**src/logic/charger_ctrl_pkg.sv**
```systemverilog
package charger_ctrl_pkg;

	// ----------------------------------------------------------------
	// register map
	// ----------------------------------------------------------------
	localparam logic [7:0]  CTRL7_ADDR = 8'h36;
	localparam logic [7:0]  CTRL6_ADDR = 8'h37;

	// ----------------------------------------------------------------
	// field positions
	// ----------------------------------------------------------------
	localparam int C6_GATE_OV  = 7;
	localparam int C6_SLEW_EN  = 6;
	localparam int C6_RUV_DIS  = 5;
	localparam int C6_LCH_CLR  = 4;
	localparam int C6_LCH_DIS  = 3;
	localparam int C7_IDLE_SEL = 7;
	localparam int C7_THR_BIT  = 1;
	localparam int C7_ABS_DIS  = 0;

	// ----------------------------------------------------------------
	// reset values and encodings
	// ----------------------------------------------------------------
	localparam logic [2:0]  UV_CODE_OFF  = 3'h0;
	localparam logic [2:0]  UV_CODE_4V8  = 3'h3;
	localparam logic [15:0] CTRL7_RESET  = 16'h0000;
	localparam logic [15:0] CTRL6_RESET  = 16'h0040;
	localparam logic [15:0] CTRL7_MASK   = 16'h0083;
	localparam logic [15:0] CTRL6_MASK   = 16'h00ef;

	// ----------------------------------------------------------------
	// timing
	// ----------------------------------------------------------------
	localparam int CLK_MHZ       = 100;
	localparam int SLEW_TICK_NS  = 1000;
	localparam int SLEW_TICK_CYC = (SLEW_TICK_NS * CLK_MHZ + 999) / 1000;
	localparam int SLEW_TICKS    = 16;
	localparam int SLEW_CYC      = SLEW_TICK_CYC * SLEW_TICKS;
	localparam int IDLE_1MS_US   = 1000;
	localparam int IDLE_5MS_US   = 5000;
	localparam int IDLE_40MS_US  = 40000;
	localparam int IDLE_80MS_US  = 80000;

	typedef struct packed {
		logic        wr;
		logic        rd;
		logic [7:0]  addr;
		logic [15:0] wdata;
	} reg_req_s;

	typedef struct packed {
		logic [15:0] c7;
		logic [15:0] c6;
		logic        latch;
		logic [11:0] ref_now;
		logic [10:0] slew_cnt;
		logic [15:0] rdata;
		logic        strap_done;
	} ctrl_state_s;

endpackage

```
**src/logic/charger_protection_control_regs.sv**
```systemverilog
//
// Function
// - overvoltage-gate bit set turns battery switch gate off during system overvoltage.
// - slew enable bit, default set, gates ramp limiting of target references.
// - reference moves one step per sixteen one-microsecond ticks when limiting.
// - reverse undervoltage protection active while its bit is zero.
// - writing one to clear bit erases latched comparator value.
// - with latch enabled, clear bit position reads latched comparator data.
// - comparator latch active when disable bit zero, bypassed when one.
// - three-bit code selects undervoltage threshold, zero disables detection.
// - threshold default disabled on strap high or first battery, else 4.8 V.
// - idle exit timer picked by bank three bit and bank seven bit 7.
// - absolute overvoltage protection enabled while bank seven bit 0 is zero.
// - selection bit routes reverse power good or comparator to shared pin.
`timescale 1ns/1ns
`default_nettype none
module charger_protection_control_regs
	import charger_ctrl_pkg::*;
#(
	parameter int REF_W = 12
) (
	input  wire logic             sys_clk,           // 100 MHz clock
	input  wire logic             resetn,            // async reset, low active
	input  wire reg_req_s         req,               // decoded register access
	output logic [15:0]           rdata,             // read data, registered
	input  wire logic             strap_high,        // config strap tied to supply
	input  wire logic             first_battery,     // first battery insertion seen
	input  wire logic             system_rail_overvoltage, // system rail overvoltage
	output logic                  battery_switch_gate_off, // force gate off
	input  wire logic [REF_W-1:0] ref_target,        // requested reference code
	output logic [REF_W-1:0]      ref_out,           // slewed reference code
	output logic                  reverse_uv_enable, // reverse undervoltage protection on
	input  wire logic             comparator_raw,    // comparator after debounce
	output logic                  comparator_output, // latched or live comparator
	input  wire logic             pin_select_cmp,    // bank five routing bit
	input  wire logic             reverse_power_good,// reverse power good
	output logic                  shared_pin,        // shared output pin level
	output logic [2:0]            uv_threshold_code, // undervoltage threshold code
	output logic                  uv_detect_enable,  // undervoltage detection on
	input  wire logic             bank_three_bit8,   // idle timer select high bit
	output logic [16:0]           idle_exit_us,      // idle exit timer in us
	output logic                  abs_ov_enable      // absolute overvoltage protection on
);

	// ----------------------------------------------------------------
	// helpers
	// ----------------------------------------------------------------
	function automatic logic [16:0] idle_us(input logic hi, input logic lo);
		case ({hi, lo})
			2'b00: idle_us = 17'(IDLE_40MS_US);
			2'b01: idle_us = 17'(IDLE_5MS_US);
			2'b10: idle_us = 17'(IDLE_80MS_US);
			default: idle_us = 17'(IDLE_1MS_US);
		endcase
	endfunction

	// ----------------------------------------------------------------
	// state
	// ----------------------------------------------------------------
	// everything the bank remembers sits in one struct: both register
	// images, the comparator latch, the slewed reference, the slew tick
	// counter, the read answer and the strap-load flag. one comb block
	// builds the next copy, one flop block stores it, so no field can
	// pick up a second driver by accident.
	// the clear bit of bank six is never stored: it is an action, and
	// its read position is owned by the latch readback.
	ctrl_state_s s_q;
	ctrl_state_s s_d;
	logic        wr6;
	logic        wr7;

	// write decode; strobes are level-sampled on every rising edge, so a
	// host holding wr for two cycles writes twice, which is harmless here
	// except for the clear bit, which clears the latch twice
	assign wr6 = req.wr && (req.addr == CTRL6_ADDR);
	assign wr7 = req.wr && (req.addr == CTRL7_ADDR);

	// ----------------------------------------------------------------
	// next state
	// ----------------------------------------------------------------
	// reference is kept 12 bits wide in the state; wider REF_W is truncated
	// order inside this block matters: the strap load comes first so a
	// host write in the same cycle wins, and the comparator set comes
	// after the clear so an event is never lost to a racing clear.
	// the slew counter runs free, so the first step after a target
	// change lands anywhere within one full period; the limit is a
	// maximum rate, not a fixed delay.
	always_comb begin
		s_d = s_q;
		// the strap is sampled once after reset release, never under reset
		// strap default load
		if (!s_q.strap_done) begin
			s_d.strap_done = 1'b1;
			s_d.c6[2:0] = (strap_high || first_battery) ? UV_CODE_OFF : UV_CODE_4V8;
		end
		if (wr6) begin
			s_d.c6 = req.wdata & CTRL6_MASK;
			s_d.c6[C6_LCH_CLR] = 1'b0;
		end
		if (wr7) begin
			s_d.c7 = req.wdata & CTRL7_MASK;
		end
		// set wins over a clear in the same cycle
		// latch clear
		if (wr6 && req.wdata[C6_LCH_CLR]) begin
			s_d.latch = 1'b0;
		end
		if (comparator_raw) begin
			s_d.latch = 1'b1;
		end
		if (s_q.slew_cnt == 11'(SLEW_CYC - 1)) begin
			s_d.slew_cnt = '0;
		end else begin
			s_d.slew_cnt = s_q.slew_cnt + 11'd1;
		end
		if (!s_q.c6[C6_SLEW_EN]) begin
			s_d.ref_now = 12'(ref_target);
		end else if (s_q.slew_cnt == 11'(SLEW_CYC - 1)) begin
			if (s_q.ref_now < 12'(ref_target)) begin
				s_d.ref_now = s_q.ref_now + 12'd1;
			end else if (s_q.ref_now > 12'(ref_target)) begin
				s_d.ref_now = s_q.ref_now - 12'd1;
			end
		end
		s_d.rdata = '0;
		if (req.rd && req.addr == CTRL6_ADDR) begin
			s_d.rdata = s_q.c6;
			s_d.rdata[C6_LCH_CLR] = s_q.c6[C6_LCH_DIS] ? 1'b0 : s_q.latch;
		end else if (req.rd && req.addr == CTRL7_ADDR) begin
			s_d.rdata = s_q.c7;
		end
	end

	// ----------------------------------------------------------------
	// state register
	// ----------------------------------------------------------------
	// reset loads constants only; the strap is taken one edge later so
	// its level never has to be valid while reset is asserted
	always_ff @(posedge sys_clk or negedge resetn) begin
		if (!resetn) begin
			s_q <= '{c7: CTRL7_RESET, c6: CTRL6_RESET, latch: 1'b0, ref_now: '0,
			         slew_cnt: '0, rdata: '0, strap_done: 1'b0};
		end else begin
			s_q <= s_d;
		end
	end

	// ----------------------------------------------------------------
	// outputs
	// ----------------------------------------------------------------
	// protection enables are plain decodes of the register images; the
	// gate-off output is combinational on purpose so an overvoltage
	// reaches the gate driver without a clock of delay
	assign rdata = s_q.rdata;
	assign ref_out = REF_W'(s_q.ref_now);
	assign battery_switch_gate_off = s_q.c6[C6_GATE_OV] && system_rail_overvoltage;
	assign reverse_uv_enable = !s_q.c6[C6_RUV_DIS];
	assign comparator_output = s_q.c6[C6_LCH_DIS] ? comparator_raw : s_q.latch;
	assign shared_pin = pin_select_cmp ? comparator_output : reverse_power_good;
	assign uv_threshold_code = s_q.c6[2:0];
	assign uv_detect_enable = (s_q.c6[2:0] != UV_CODE_OFF);
	assign idle_exit_us = idle_us(bank_three_bit8, s_q.c7[C7_IDLE_SEL]);
	assign abs_ov_enable = !s_q.c7[C7_ABS_DIS];
endmodule
`default_nettype wire

```
**config.mk**
```make
export PLATFORM = sky130hd
export DESIGN_NAME = charger_protection_control_regs
export DESIGN_NICKNAME = d
export VERILOG_FILES = /design/src/logic/charger_ctrl_pkg.sv /design/src/logic/charger_protection_control_regs.sv
export SDC_FILE = /design/constraint.sdc
export NUM_CORES = 1
export LEC_CHECK = 0
export BUFFER_PORTS_ARGS = -buffer_cell sky130_fd_sc_hd__buf_2
export CORE_ASPECT_RATIO = 1.25
export CORE_MARGIN = 2
export CORE_UTILIZATION = 40
export CTS_CLUSTER_DIAMETER = 200
export CTS_CLUSTER_SIZE = 10
export DETAILED_ROUTE_END_ITERATION = 16
export HOLD_SLACK_MARGIN = 0.12
export PLACE_DENSITY = 0.66
export SLEW_MARGIN = 0
export SYNTH_ARGS = -nofsm -noshare
export SYNTH_HDL_FRONTEND = slang
export SYNTH_SLANG_ARGS = --single-unit
```
**constraint.sdc**
```tcl
create_clock -name sys_clk -period 4.1 [get_ports sys_clk]
set_input_delay 0.615 -clock sys_clk [delete_from_list [all_inputs] [get_ports sys_clk]]
set_output_delay 0.615 -clock sys_clk [all_outputs]
set_load 0.02 [all_outputs]
```
### Word-level counts from Yosys, hierarchy flattened

Cells that the tools add are included.
Widths: inputs -> output; s select.

* flip-flop bits (word level): 51
* bits of input ports: 47
* output and inout bits: 54
* logic and storage cells: 50

* add/subtract/negate cells: 3
* $lt $le $gt $ge: 2
* equality and inequality tests: 8
* muxes and demuxes: 16
* reductions and logical operators: 13

Operators by type and width (number)
* $pmux 17 s3: 1
* $mux 12: 4
* $eq 8x6->1 const B: 2
* $mux 8: 2
* $add 12x1->12 const B: 1
* $gt 12x12->1: 1
* $lt 12x12->1: 1
* $sub 12x1->12 const B: 1
* $add 11x1->11 const B: 1
* $eq 11x11->1 const B: 1
* $mux 11: 1
* $logic_and 1x1->1: 6
* $mux 3: 2
* $mux 1: 5
* $ne 2x1->1 const B: 2
* $ne 3x1->1 const B: 1
* $reduce_bool 3->1: 1
* $eq 2x1->1 const B: 1
* $eq 2x2->1 const B: 1
* $logic_not 1->1: 2
* $logic_not 2->1: 1
* $mux 2: 1
* $reduce_and 2->1: 1
* $reduce_bool 2->1: 1
* $logic_or 1x1->1: 1

### Depth between registers and ports, before layout

Gate-level depths: netlist of the first run.

* word-level depth: 5
* mapped depth: 14
* gate-level depth less buffers: 14

### Worst setup path before layout of the first run

OpenSTA, ideal clock, no wires.

* path type: in2reg
* start: input ref_target[7]
* end: register s_q (netlist bit ref_out[10])
* library setup time: 0.095 ns
* arrival time: 3.058 ns
* required time: 4.005 ns
* slack: 0.946 ns
* stages on the path: 14
* buffers on the path: 0
* path through: inv_1 > ha_1 > a21oi_1 > o21ai_1 > a21oi_2 > o21ai_4 > fa_1 > a21o_1 > a21oi_1 > o21ai_0 > a31o_2 > a21oi_1 > xor2_1 > o31ai_1

* cells in the longest elaborated chain, start to end: 4
* elaborated cells between the ends (all ways): 7
* those cells by class: order compare (2); eq/ne (1); mux (3); reduce/logical (1)

RTL lines
* start: declaration: RTL line charger_protection_control_regs.sv:30 `input wire logic [REF_W-1:0] ref_target,`
* $lt 12x12->1: RTL line charger_protection_control_regs.sv:119 `if (s_q.ref_now < 12'(ref_target)) begin`
* $mux 12: RTL line charger_protection_control_regs.sv:119
* $mux 12: RTL line charger_protection_control_regs.sv:118 `end else if (s_q.slew_cnt == 11'(SLEW_CYC - 1)) begin`
* $mux 12: RTL line charger_protection_control_regs.sv:116 `if (!s_q.c6[C6_SLEW_EN]) begin`
* end signal: assignment: RTL line charger_protection_control_regs.sv:141 `s_q <= '{c7: CTRL7_RESET, c6: CTRL6_RESET, latch: 1'b0, ref_now: '0,`
* end: declaration: RTL line charger_protection_control_regs.sv:67 `ctrl_state_s s_q;`

Parallel ways exist; a longest one is shown, timed or not. The select of a mux whose other input is x is not followed.
A chain may end at the register's enable or synchronous reset.

### Worst setup path after layout of the first run

* start: input ref_target[11]
* end: register s_q (netlist bit ref_out[10])

Same word-level chain as after synthesis.

==> impl_metrics.json, run 1 <==
{
  "power.density_mw_per_mm2": 296,
  "area_growth_pct": 10.3,
  "grt_usage_pct": 15.2,
  "hold_path_class": "primary input to async pin",
  "synth_edf_count": 0,
  "cts_sinks": 43,
  "dr.pass1.iters": 4,
  "drt_iter0_markers": 79,
  "num_rows": 35,
  "min_period_ps": 3290,
  "rsz0062_at_grt": "false",
  "layout_common_cells": "buf_2, dfrtp_1, nor2_1, ha_1, inv_1",
  "critical_path_class": "primary input to flip-flop",
  "skew_ps": 7.34,
  "antenna_left": 0,
  "cts_buffer_depth": 2,
  "grt_first_pass_wirelength_mm": 9.75,
  "synth-seq-area-share_pct": 35.4,
  "leakage_nw": 1.77,
  "gr-total-overflow": 0,
  "numCtsBuffers": 5,
  "drv_cap": 0,
  "crit_path_start_kind": "primary input",
  "synthCells": 326,
  "dr_total_vias": 2281,
  "dp_cells": 464,
  "critical_path_buf_inv_count": 2,
  "fin_cells": 472,
  "grt_pass1_vias": 2202,
  "tightest_slew_ps": 972,
  "die_y_um": 101,
  "drc_errors": 0,
  "netlist_area_mm2": 0.00304,
  "nets": 456,
  "via_per_inst": 4.83,
  "drive_gt1_share_pct": 27.6,
  "fin_setup_tns_ps": 0,
  "fmax_ghz": 0.304,
  "cp.arrival_ps": 3500,
  "antenna_found_initial": 0,
  "cp_max_fo": 12,
  "yosysUniqueCellTypes": 48,
  "hold_viol": 0,
  "yosys-top-cells-area": "dfrtp_1, ha_1, buf_4, mux2i_1, nor2_1",
  "critPathRequiredTime_ps": 4310,
  "syn_area_per_cell_um2": 9.33,
  "clk_latency_ps": 300,
  "async_flop_share_pct": 100,
  "fp.coreArea_mm2": 0.00736,
  "synth_top_area_share_pct": 34.6,
  "crit_family": "compound AO/OA/AOI/OAI gates",
  "worst_hold_slack_ps": 464,
  "io_buffers": 79,
  "initial_core_util_pct": 41.3,
  "setup_viol": 0,
  "cp_cell_sequence": "buf_2, inv_1, ha_1, nand2_1, nor2_1, nand2_1, o21ai_4, ha_1, a21o_1, a21oi_1, o21ai_0, a31o_2, a21oi_1, xor2_1, o31ai_1",
  "totalWireLength_mm": 5.88,
  "outcome": "completed",
  "yosys_warnings": 0,
  "io_pins": 101,
  "wl_per_cell_um": 12.5,
  "cts_root_buf": "clkbuf_8",
  "final_common_cell": "buf_2",
  "die_w_um": 82.0,
  "synth_seq_cells": 43,
  "cts_tree": "done",
  "slew-limit-headroom_pct": 35.2,
  "post_cts_resized": 0,
  "diodes": 0,
  "ir_worst_vdd_uv": 166,
  "cts_setup_buffers": 0,
  "total_power_mw": 0.992,
  "gp_congestion": 0.777,
  "endpoint_kind": "flip-flop",
  "ctsHoldBuffers": 0,
  "fin_crit_sh_pct": 80.3,
  "max_stage_delay_ps": 370,
  "drv_slew": 0,
  "h-tree-depth": 2,
  "cpMaxStageDelayCell": "ha_1",
  "path_clk_slew_ps": 90,
  "synthFlopType": "dfrtp_1",
  "yosys.area.top_type": "dfrtp_1",
  "dp_hpwl_mm": 4.55,
  "grt_start_max_net_pins": 44,
  "die_area_mm2": 0.00832
}
where the power goes:
part,leakage (nW),total [mW],switching [mW],internal (mW)
sequential,0.535,0.452,0.0158,0.436
combinational,1.20,0.276,0.162,0.114
clock,0.0412,0.264,0.145,0.119
path summary, 6_finish.rpt:
check	cells past startpoint	startpoint	to	slack (ps)
max	15	ref_target[11]	ref_out[10]	810
min	1	resetn	ref_out[2]	460
max reg2reg	13	ref_out[11]	ref_out[10]	840
min reg2reg	1	s_q[21]	s_q[21]	470
max in group asynchronous	1	resetn	ref_out[4]	3020
min in group sys_clk	1	s_q[21]	s_q[21]	470
layout make-up:
| cell class | count | area (um^2) |
|---|---|---|
| flip-flops and latches | 43 | 1080 |
| clock buffers | 6 | 72.6 |
| well taps | 92 | 115 |
| multi-input cells | 225 | 1590 |
| fillers | 754 | 4000 |
| clock inverters | 2 | 12.5 |
| inverters | 25 | 93.8 |
| repair buffers | 79 | 395 |
through the flow:
stage	setup slack, ps	area, um^2	util, %
5_1_grt	522	3350	45.6
4_1_cts	808	3350	45.6
6_report	806	3350	45.6
3_3_place_gp	537	3270	44.4
3_5_place_dp	503	3270	44.4
2_1_floorplan	946	3090	-
per-layer routing:
layer  vias to the layer above  routed length [um]  global-route usage (%)
met5                         -                   0                       0
met4                         0                  98                    5.26
met3                         9                 271                    3.12
met2                        46                3180                    29.2
met1                      1065                2330                    15.8
li1                       1161                   -                       -
sequential cells by signal (all words and copies together), names as in the netlist:
signal,count
rdata,8
ref_out,12
s_q,20
uv_threshold_code,3
worst register-to-register path: cells and delay by family, from the launching register on:
kind                     cells  cell delay (ps)
AO/OA/AOI/OAI                7             1610
flip-flops                   1              410
XOR/XNOR                     1               90
AND/OR/NAND/NOR              3              370
adder cells (fa/ha/maj)      2              690
cells by family after synthesis:
group	count (synthesis)	synth area share, %
AND/OR/NAND/NOR	84	13.2
buffers and inverters	70	13.8
AO/OA/AOI/OAI	59	12.7
flip-flops	43	35.4
adder cells (fa/ha/maj)	30	12.6
multiplexers	20	6.83
XOR/XNOR	18	5.19
other	2	0.247
synthesized netlist by cell type (all sizes together), types with 2 or more instances:
cell type	count
nand3	10
mux2i	14
buf	41
nor2	34
a21oi	26
ha	29
a21o	5
xor2	8
nand2	19
dfrtp	42
o21a	3
and2	2
clkbuf	4
mux2	6
nor3	2
nand4	3
o31ai	2
and3	4
conb	2
nor2b	2
inv	25
or3	2
o21ai	10
nor3b	2
a31oi	6
xnor2	10
Note: power is estimated with default switching activity, not from simulation.
==> run 2: changes to the inputs <==
- ABC_AREA: unset -> 1
- PLACE_DENSITY: 0.66 -> 0.67
- clock period: 4.1 -> 2.85 ns (I/O delays scaled with it)
==> impl_metrics.json, run 2 <==
{
  "drv_cap": 0,
  "path_clk_slew_ps": 90,
  "yosysUniqueCellTypes": 38,
  "final_common_cell": "nand2_1",
  "cts_root_buf": "clkbuf_8",
  "die_w_um": 86.1,
  "grt_usage_pct": 16.1,
  "diodes": 0,
  "yosys.area.top_type": "dfrtp_1",
  "wl_per_cell_um": 11.9,
  "yosys_warnings": 0,
  "regMostFlops": "s_q",
  "netlist_area_mm2": 0.00337,
  "r2r_setup_slack_ps": 200,
  "setup_viol": 0,
  "cts_buffer_depth": 2,
  "crit_path_start_kind": "flip-flop",
  "slew-limit-headroom_pct": 36.2,
  "io_buffers": 79,
  "stdcell_area_mm2": 0.00383,
  "synthCells": 443,
  "dr.pass1.iters": 4,
  "place_area_mm2": 0.00364,
  "gp_congestion": 0.893,
  "num_rows": 37,
  "largest_register_ff_count": 20,
  "via_per_inst": 4.76,
  "reg2reg_to": "ref_out[8]",
  "synth_most_common_cell": "nand2_1",
  "rsz0062_at_grt": "true",
  "area_growth_pct": 13.5,
  "drc_errors": 0,
  "synth-seq-area-share_pct": 32.0,
  "leakage_nw": 2.20,
  "fmax_ghz": 0.378,
  "nets": 581,
  "synth_common_cells": "nand2_1, inv_1, dfrtp_1",
  "fp.coreArea_mm2": 0.00819,
  "ir_worst_vdd_uv": 313,
  "yosys-top-cells-area": "dfrtp_1, nand2_1, ha_1, buf_4, inv_1",
  "antenna_left": 0,
  "tightest_slew_ps": 957,
  "power.density_mw_per_mm2": 831,
  "hold_viol": 0,
  "min_period_ps": 2650,
  "cp-startpoint": "ref_out[7]",
  "critical_path_class": "flip-flop to flip-flop",
  "synth_top_area_share_pct": 31.2,
  "initial_core_util_pct": 41.1,
  "syn_area_per_cell_um2": 7.61,
  "hold_path_class": "primary input to async pin",
  "fin_util_pct": 46.7,
  "grt_first_pass_wirelength_mm": 12.0,
  "synth_seq_cells": 43,
  "cp.arrival_ps": 2850,
  "async_flop_share_pct": 100,
  "die_area_mm2": 0.00918,
  "numCtsBuffers": 5,
  "dp_hpwl_mm": 5.52,
  "fin_ws_ps": 201,
  "outcome": "completed",
  "h-tree-depth": 2,
  "cts_tree": "done",
  "drt_iter0_markers": 77,
  "endpoint_kind": "flip-flop",
  "synthFlopType": "dfrtp_1",
  "drive_gt1_share_pct": 28.3,
  "dr_total_vias": 2867,
  "totalWireLength_mm": 7.17,
  "io_pins": 101,
  "synth_edf_count": 0,
  "layout_common_cells": "nand2_1, buf_2, inv_1, dfrtp_1, nand3_1",
  "grt_pass1_vias": 2877,
  "total_power_mw": 3.18,
  "reg2reg_from": "ref_out[7]",
  "worst_hold_slack_ps": 266,
  "fin_crit_sh_pct": 92.9,
  "drv_slew": 0,
  "antenna_found_initial": 0,
  "gr-total-overflow": 0,
  "pre_cts_ws_ps": 12.7,
  "r2r_cells": 14,
  "clk_latency_ps": 300,
  "grt_start_max_net_pins": 44,
  "critPathRequiredTime_ps": 3050,
  "die_y_um": 107,
  "skew_ps": 7.78,
  "cp_max_fo": 6,
  "cts_sinks": 43
}
run 2: changes by cell type after synthesis, moves of 7 or more:
cell     before  now
nand2_1      18  100
inv_1        25   67
nand3_1       9   30
mux2i_1      14    0
nand2_2       1   12
o21ai_0       7   18
a21oi_1      24   15
nor2_1       34   25
nor2_2        0    7
run 2: worst max-delay path by stage:
stage                             end  slack, ps
final                      ref_out[8]        200
after global routing       ref_out[8]         -9
after CTS                  ref_out[8]        150
after detailed placement   ref_out[8]         10
after global placement    ref_out[11]         60
after floorplan           ref_out[11]        360
run 2: worst max-delay path, cell delays in order, from the launching register on:
cell     delay, ps
dfrtp_2        450
ha_1           330
nand4_1        200
nor2_2         150
nand2_2        120
nand3_4        150
ha_2           330
a21oi_2        160
inv_1           70
a21oi_1        170
nand3_1         90
nand3_1         90
o21ai_0         90
nand2_1         80
nand2_1         60
run 2: what timing repair did:
action / 4_1_cts / 5_1_grt
endpoints found under the setup margin: 0 / 5
gates resized for setup: 0 / 11
hold buffers: 0 / 0
setup buffers: 0 / 1
run 2: final cells by class:
type | instances | area (um^2)
Clock buffer | 6 | 82.6
Fill cell | 808 | 4370
Sequential cell | 43 | 1080
Tap cell | 97 | 121
Clock inverter | 2 | 38.8
Multi-Input combinational cell | 299 | 1800
Inverter | 70 | 263
Timing Repair Buffer | 85 | 440
run 2: metal layers:
metal  share of wire [%]  vias to the layer above  GRT usage (%)
met3                 5.0                       10           3.08
met5                   0                        -              0
met2                  52                       69           30.3
li1                    -                     1460              -
met4                 2.1                        0           4.99
met1                  41                     1328           17.8
run 2: through the flow:
step | setup TNS (ps) | std cells
floorplan | 0 | 455
global placement | 0 | 592
detailed placement | 0 | 592
CTS | 0 | 600
global route | -12.2 | 602
finish | 0 | 602
run 2: cell families after synthesis:
kind of cell	Yosys count	synth area share, %
other	2	0.223
buffers and inverters	114	17.6
xor gates and xnor gates	10	2.60
muxes	2	0.668
adders and majority gates	30	11.4
AOI/OAI and AO/OA	39	6.27
and+or+nand+nor	203	29.3
DFF	43	32.0
run 2: report_power, final:
part           internal [mW]  total, mW  switching [mW]
sequential             0.699      0.807           0.108
combinational          0.739       1.85            1.11
clock                  0.289      0.518           0.229
total                   1.73       3.18            1.45
